$ cat src/lbl_pkg.sv
package lbl_pkg;

   // ----------------------------------------------------------------------
   // Lane geometry and encodings
   // ----------------------------------------------------------------------
   localparam int          LANES          = 4;
   localparam logic [3:0]  LANES_NONE_N   = 4'hF;   // Active-low: no lane asserted.
   localparam logic [3:0]  LANES_ALL_N    = 4'h0;   // Active-low: all four lanes asserted.
   localparam logic [1:0]  WORDS_ONE      = 2'h0;   // Word count field holds words minus one.
   localparam logic [1:0]  OFFSET_ZERO    = 2'h0;

   // Access size of the first word of a transaction.
   typedef enum logic [1:0] {
      LBL_SIZE_BYTE = 2'h0,
      LBL_SIZE_HALF = 2'h1,
      LBL_SIZE_WORD = 2'h2
   } lbl_size_t;

   // Bus unit states, one-hot.
   typedef enum logic [4:0] {
      LBL_IDLE    = 5'h01,   // idle_state
      LBL_ADDRESS = 5'h02,   // address_state
      LBL_DATA    = 5'h04,   // data_state
      LBL_WAIT    = 5'h08,   // wait_state
      LBL_HOLD    = 5'h10    // bus_released_state
   } lbl_state_t;

   // Transaction request from the processor core.
   typedef struct packed {
      logic [29:0] word_addr;    // Word address, byte address bits dropped.
      logic [1:0]  byte_off;     // Byte offset of the first access.
      lbl_size_t   size;         // Size of the first access.
      logic [1:0]  word_count;   // Number of words minus one.
      logic        cacheable;
      logic        write;
   } lbl_req_t;

endpackage : lbl_pkg

$ cat src/lbl_lane_mask.sv
`timescale 1ns/1ps

module lbl_lane_mask
   import lbl_pkg::*;
(
   input  wire lbl_pkg::lbl_size_t size,
   input  wire logic [1:0]         byte_off,
   output logic [3:0]              mask_n
);

   // ----------------------------------------------------------------------
   // Alignment
   // ----------------------------------------------------------------------

   // Low offset bits below the access size are dropped so every access is aligned.
   wire logic [1:0] base_off = (size == LBL_SIZE_WORD) ? OFFSET_ZERO :
                               (size == LBL_SIZE_HALF) ? {byte_off[1], 1'b0} : byte_off;
   wire logic [2:0] last_off = (size == LBL_SIZE_WORD) ? 3'h3 :
                               (size == LBL_SIZE_HALF) ? {1'b0, base_off} + 3'h1 :
                               {1'b0, base_off};

   // ----------------------------------------------------------------------
   // Lane decode
   // ----------------------------------------------------------------------

   // Each lane is asserted when it lies inside the aligned byte span.
   genvar lane;
   generate
      for (lane = 0; lane < LANES; lane++) begin : g_lane
         assign mask_n[lane] = !((3'(lane) >= {1'b0, base_off}) && (3'(lane) <= last_off));
      end
   endgenerate

endmodule : lbl_lane_mask

$ cat src/lbl_bus_lanes.sv
`timescale 1ns/1ps

module lbl_bus_lanes (
   input  wire logic               clk,
   input  wire logic               srst,
   input  wire logic               interrupt_zero_pin,
   input  wire logic               core_req_valid,
   input  wire lbl_pkg::lbl_req_t  core_req,
   output logic                    core_req_ready,
   output logic                    core_done,
   input  wire logic               ready_n,
   input  wire logic               grant_req_in,
   output logic                    grant_req_out,
   output logic                    bus_outputs_oe,
   output logic [3:0]              byte_lane_strobes_n,
   output logic                    strobes_oe,
   output logic                    cache_out,
   output logic                    cache_oe,
   output lbl_pkg::lbl_state_t     bus_phase,
   output logic                    role_primary
);
   import lbl_pkg::*;

   // ----------------------------------------------------------------------
   // Declarations
   // ----------------------------------------------------------------------
   lbl_state_t  state;
   lbl_state_t  next_state;
   logic        pend_valid;
   lbl_req_t    pend_req;
   logic [1:0]  words_left;
   logic [1:0]  next_words_left;
   logic [3:0]  strobes_n;
   logic [3:0]  next_strobes_n;
   logic        cacheable;
   logic [3:0]  first_mask_n;
   logic        next_pend_valid;

   // ----------------------------------------------------------------------
   // Role and dual-purpose pin meaning
   // ----------------------------------------------------------------------

   // The same input pin is a bus request when primary and a grant when secondary.
   wire logic bus_request_in     = role_primary && grant_req_in;
   wire logic grant_received_in  = !role_primary && grant_req_in;

   // ----------------------------------------------------------------------
   // Request capture
   // ----------------------------------------------------------------------

   // One request is parked until its address state begins.
   wire logic accept     = core_req_valid && core_req_ready;
   wire logic in_xfer    = (state == LBL_ADDRESS) || (state == LBL_DATA) || (state == LBL_WAIT);
   wire logic data_phase = (state == LBL_DATA) || (state == LBL_WAIT);
   wire logic ready      = !ready_n;
   wire logic last_ready = data_phase && ready && (words_left == WORDS_ONE);
   wire logic boundary   = (state == LBL_IDLE) || last_ready;

   // ----------------------------------------------------------------------
   // First word lanes
   // ----------------------------------------------------------------------

   // Bursts always move whole words, so only single transfers use the narrow size.
   wire lbl_size_t first_size = (pend_req.word_count != WORDS_ONE) ? LBL_SIZE_WORD : pend_req.size;

   lbl_lane_mask u_first_mask (
      .size     (first_size),
      .byte_off (pend_req.byte_off),
      .mask_n   (first_mask_n)
   );

   // ----------------------------------------------------------------------
   // Ownership decisions
   // ----------------------------------------------------------------------

   // A start needs a parked request and, as secondary, the grant from outside.
   wire logic may_start  = pend_valid && (role_primary ? !bus_request_in : grant_received_in);
   // The primary hands the bus over only between transactions.
   wire logic give_bus   = role_primary && bus_request_in && boundary;
   // Secondary keeps its request up while it has work parked or in flight.
   wire logic need_bus   = next_pend_valid || (next_state == LBL_ADDRESS) ||
                           (next_state == LBL_DATA) || (next_state == LBL_WAIT);

   // ----------------------------------------------------------------------
   // State sequencing
   // ----------------------------------------------------------------------

   // Next state, remaining words and strobe value for the coming cycle.
   always_comb begin
      next_state      = state;
      next_words_left = words_left;
      next_strobes_n  = strobes_n;
      case (state)
         LBL_IDLE: begin
            if (give_bus) begin
               next_state = LBL_HOLD;
            end else if (may_start) begin
               next_state      = LBL_ADDRESS;
               next_words_left = pend_req.word_count;
               next_strobes_n  = first_mask_n;
            end
         end
         LBL_ADDRESS: begin
            next_state = LBL_DATA;
            if (words_left != WORDS_ONE) begin
               next_strobes_n = LANES_ALL_N;
            end
         end
         LBL_DATA, LBL_WAIT: begin
            if (!ready) begin
               next_state = LBL_WAIT;
            end else if (words_left != WORDS_ONE) begin
               next_state      = LBL_DATA;
               next_words_left = words_left - 2'h1;
               if (words_left != 2'h1) begin
                  next_strobes_n = LANES_ALL_N;
               end
            end else if (give_bus) begin
               next_state = LBL_HOLD;
            end else if (may_start) begin
               next_state      = LBL_ADDRESS;
               next_words_left = pend_req.word_count;
               next_strobes_n  = first_mask_n;
            end else begin
               next_state = LBL_IDLE;
            end
         end
         LBL_HOLD: begin
            if (!bus_request_in) begin
               if (may_start) begin
                  next_state      = LBL_ADDRESS;
                  next_words_left = pend_req.word_count;
                  next_strobes_n  = first_mask_n;
               end else begin
                  next_state = LBL_IDLE;
               end
            end
         end
         default: begin
            next_state = LBL_IDLE;
         end
      endcase
   end

   // Parked request is consumed on entry to the address state.
   wire logic start_now = (next_state == LBL_ADDRESS) && (state != LBL_ADDRESS);
   always_comb begin
      next_pend_valid = pend_valid;
      if (start_now) begin
         next_pend_valid = 1'b0;
      end else if (accept) begin
         next_pend_valid = 1'b1;
      end
   end

   // Outputs are driven only while this device owns the bus for a transfer.
   wire logic next_drive = (next_state == LBL_ADDRESS) || (next_state == LBL_DATA) ||
                           (next_state == LBL_WAIT);

   // ----------------------------------------------------------------------
   // Registers
   // ----------------------------------------------------------------------

   // Role is taken from the interrupt-zero pin while reset is held.
   always_ff @(posedge clk) begin
      if (srst) begin
         role_primary <= interrupt_zero_pin;
      end
   end

   // Bus state and transfer bookkeeping.
   always_ff @(posedge clk) begin
      if (srst) begin
         state      <= LBL_IDLE;
         words_left <= WORDS_ONE;
         strobes_n  <= LANES_NONE_N;
      end else begin
         state      <= next_state;
         words_left <= next_words_left;
         strobes_n  <= next_strobes_n;
      end
   end

   // Parked request from the core.
   always_ff @(posedge clk) begin
      if (srst) begin
         pend_valid     <= 1'b0;
         core_req_ready <= 1'b0;
      end else begin
         pend_valid     <= next_pend_valid;
         core_req_ready <= !next_pend_valid;
      end
   end

   // Request contents are stored on acceptance.
   always_ff @(posedge clk) begin
      if (srst) begin
         pend_req <= '0;
      end else if (accept) begin
         pend_req <= core_req;
      end
   end

   // Cacheable attribute follows the transaction that is starting.
   always_ff @(posedge clk) begin
      if (srst) begin
         cacheable <= 1'b0;
      end else if (start_now) begin
         cacheable <= pend_req.cacheable;
      end
   end

   // Pin outputs, all taken from flip-flops.
   always_ff @(posedge clk) begin
      if (srst) begin
         grant_req_out       <= 1'b0;
         bus_outputs_oe      <= 1'b0;
         byte_lane_strobes_n <= LANES_NONE_N;
         strobes_oe          <= 1'b0;
         cache_out           <= 1'b0;
         cache_oe            <= 1'b0;
         core_done           <= 1'b0;
         bus_phase           <= LBL_IDLE;
      end else begin
         grant_req_out       <= role_primary ? (next_state == LBL_HOLD) : need_bus;
         bus_outputs_oe      <= next_drive;
         byte_lane_strobes_n <= next_strobes_n;
         strobes_oe          <= next_drive;
         cache_out           <= start_now ? pend_req.cacheable : cacheable;
         cache_oe            <= next_drive;
         core_done           <= last_ready;
         bus_phase           <= next_state;
      end
   end

endmodule : lbl_bus_lanes

$ cat config.mk
export PLATFORM = sky130hd
export DESIGN_NAME = lbl_bus_lanes
export DESIGN_NICKNAME = d
export VERILOG_FILES = /design/src/lbl_pkg.sv /design/src/lbl_lane_mask.sv /design/src/lbl_bus_lanes.sv
export SDC_FILE = /design/constraint.sdc
export NUM_CORES = 1
export LEC_CHECK = 0
export BUFFER_PORTS_ARGS = -buffer_cell sky130_fd_sc_hd__buf_2
export CAP_MARGIN = 20
export CORE_MARGIN = 5
export CORE_UTILIZATION = 30
export DETAILED_ROUTE_END_ITERATION = 7
export PLACE_DENSITY_LB_ADDON = 0.05
export SLEW_MARGIN = 20
export SYNTH_ARGS = -nofsm -noshare
export SYNTH_HDL_FRONTEND = slang
export SYNTH_SLANG_ARGS = --single-unit
$ cat constraint.sdc
create_clock -name clk -period 4.5 [get_ports clk]
set_clock_uncertainty 0.1 [all_clocks]
set_input_delay 0.225 -clock clk [delete_from_list [all_inputs] [get_ports clk]]
set_output_delay 0.225 -clock clk [all_outputs]
set_load 0.01 [all_outputs]
==> metrics.md <==
| Metric | Value |
|---|---|
| Prevailing post-synth register cell | `dfxtp_1` |
| WS Path Type | `reg2reg` |
| Final Cycle Share | `57.7%` |
| Placed cells | `266` |
| 1st-pass router iterations | `4` |
| 1st-iter DRT viols | `66` |
| N_diodes | `0` |
| Area of the die | `6470 µm²` |
| Ys async rst share | `0%` |
| Startpoint types | `register` |
| CTS resizes | `0` |
| Final hold vios | `0` |
| DRC Markers | `0` |
| Levels on crit path | `9` |
| Root Buffer | `clkbuf_8` |
| CP delay by family, top | `compound AO/OA/AOI/OAI gates` |
| Drt wl/cell | `13.8 µm` |
| Buffers on Ports | `29` |
| F_max | `385 MHz` |
| Largest net degree at the start of global routing | `19` |
| First-pass GRT wire length | `6080 µm` |
| Hold depth | `1` |
| Number of global-route vias before repair | `1,289` |
| Fill count | `523` |
| Yosys top cell area share | `32.3%` |
| Sequential area share after synthesis | `34.3%` |
| Max-slew violations | `0` |
| DP Area | `1630 µm²` |
| Die Wd | `80.4 µm` |
| Routed WL | `3730 µm` |
| Leakage | `0.703 nW` |
| Total gr overflow | `0` |
| # Post-CTS Setup Buffers | `0` |
| Ys Warns | `0` |
| CP peak stage delay | `0.36 ns` |
| TritonCTS clock tree | `yes` |
| Average vias per placed instance | `5.06` |
| Max clock buf depth | `2` |
| Setup TNS | `0 ns` |
| Clk_lat worst skew | `0.26 ns` |
| Synthesized area per cell | `8.09 µm²` |
| Maximum fanout along the worst path | `5` |
| Netlist cell types | `50` |
| Total power | `0.470 mW` |
| Fin nets | `252` |
| Design area | `1680 µm²` |
| Worst path bufs/invs | `0` |
| Cell Area, Synth | `1490 µm²` |
| Antenna-violating nets left | `0` |
| Peak supply drop | `0.152 mV` |
| Worst slew pin tran | `0.605 ns` |
| Slowest cell on the critical path | `dfxtp_1` |
| Core Area | `4750 µm²` |
| CTS Buf Count | `3` |
| Worst-path clk slew | `0.09 ns` |
| Main area contributors after synthesis | `dfxtp_1, nand2_1, a21oi_1` |
| Post-Layout Cell Count | `270` |
| Ratio of cells with drive above 1 in the final layout | `19.7%` |
| Synthesis-stage register bit count | `25` |
| Maxcap violations | `0` |
| HP Class | `in2reg` |
| I/O Pins | `61` |
| Status | `completed` |
| H-tree depth | `1` |
| Cell taking the most area after synthesis | `dfxtp_1` |
| Setup slack at placement | `1.90 ns` |
| Worst rel slew slack | `59.2%` |
| Hold_buf cts | `0` |
| RSZ-0062 raised after global routing | `no` |
| Setup Viol. Count Final | `0` |
| Pwr/cell area | `280 nW/µm²` |
| Cell depth of the worst flop-to-flop path | `9` |
| Tot GR Track Use | `11.8%` |
| Number of synthesized flops with an enable pin | `1` |
| Final min period | `2.60 ns` |
| Crit-path cells | `nor2_1 -> a21boi_0 -> nand3_1 -> ha_1 -> nor3b_1 -> or3_1 -> a311oi_1 -> o2111a_1 -> o21ai_0` |
| Gpl congestion | `0.773` |
| Die height | `80.4 µm` |
| Most frequent cell after synthesis | `nand2_1` |
| CP Data Required Time | `4.54 ns` |
| Clock Sinks | `25` |
| Vias | `1,367` |
| Worst setup EP type | `register` |
| Standard-cell rows | `25` |
| Dpl hpwl | `2840 µm` |
| Initial antenna violation count | `0` |
| Most instantiated cells after synthesis | `nand2_1, dfxtp_1, a21oi_1` |
| Worst path arrival time | `2.64 ns` |
| Layout area overhead | `12.8%` |
| Initial Utilization | `31.3%` |
| Syn_nets | `232` |
| Final setup margin | `1.90 ns` |
| Synth Instances | `184` |
==> final timing paths <==
| check | startpoint | to | slack, ns |
|---|---|---|---|
| setup / recovery | pend_req[3] | byte_lane_strobes_n[2] | 1.90 |
| hold / removal | interrupt_zero_pin | role_primary | 0.03 |
| setup reg to reg | pend_req[3] | byte_lane_strobes_n[2] | 1.90 |
| hold reg to reg | pend_req[1] | pend_req[1] | 0.36 |
==> stage by stage <==
step	util, %	hold WS, ns
finish	35.3	0.0282
CTS	35.3	0.0217
global route	35.3	0.0129
floorplan	-	0.224
detailed placement	34.3	0.304
global placement	34.3	0.301
==> flip-flops by register name (all words and copies together) (netlist names) <==
signal	flops
words_left	2
cache_out	1
byte_lane_strobes_n	4
cache_oe	1
core_done	1
role_primary	1
pend_valid	1
bus_phase	5
core_req_ready	1
grant_req_out	1
pend_req	7
==> layout by cell type (no fill, tap or decap), types with 4 or more instances in the layout <==
cell,instances
nor3_1,4
inv_1,9
buf_2,29
nor2b_1,4
nand2_1,27
and2_1,4
ha_1,4
nand3_1,4
dfxtp_1,24
nor2_1,11
a21oi_1,15
o21ai_0,7
==> report_power, final <==
group,internal [mW],switching (mW),leakage [nW]
clock network,0.0618,0.0700,0.0255
registers,0.235,0.0162,0.205
logic,0.0366,0.0503,0.472
==> cell families after synthesis <==
| group | count (synthesis) | synth area share [%] |
|---|---|---|
| DFF | 25 | 34.3 |
| buffers and inverters | 23 | 7.99 |
| xor gates and xnor gates | 2 | 1.18 |
| AOI/OAI and AO/OA | 51 | 23.7 |
| muxes | 2 | 1.35 |
| and+or+nand+nor | 77 | 28.1 |
| adders and majority gates | 4 | 3.36 |
==> routing by layer <==
layer | global-route usage (%) | wire, µm | vias up
met1 | 15.1 | 1800 | 628
met5 | 0 | 0 | -
met3 | 1.68 | 156 | 4
met4 | 3.04 | 28 | 0
met2 | 20.4 | 1750 | 31
li1 | - | - | 704
==> layout make-up <==
type	instances	area [µm²]	share of cell area [%]
clock buffers	3	41.3	2.46
clock inverters	1	5.00	0.298
inverters	9	33.8	2.01
multi-input cells	136	858	51.2
flip-flops and latches	25	510	30.4
well taps	67	83.8	5.00
repair buffers	29	145	8.65
Power figures use the tool's default switching activity.
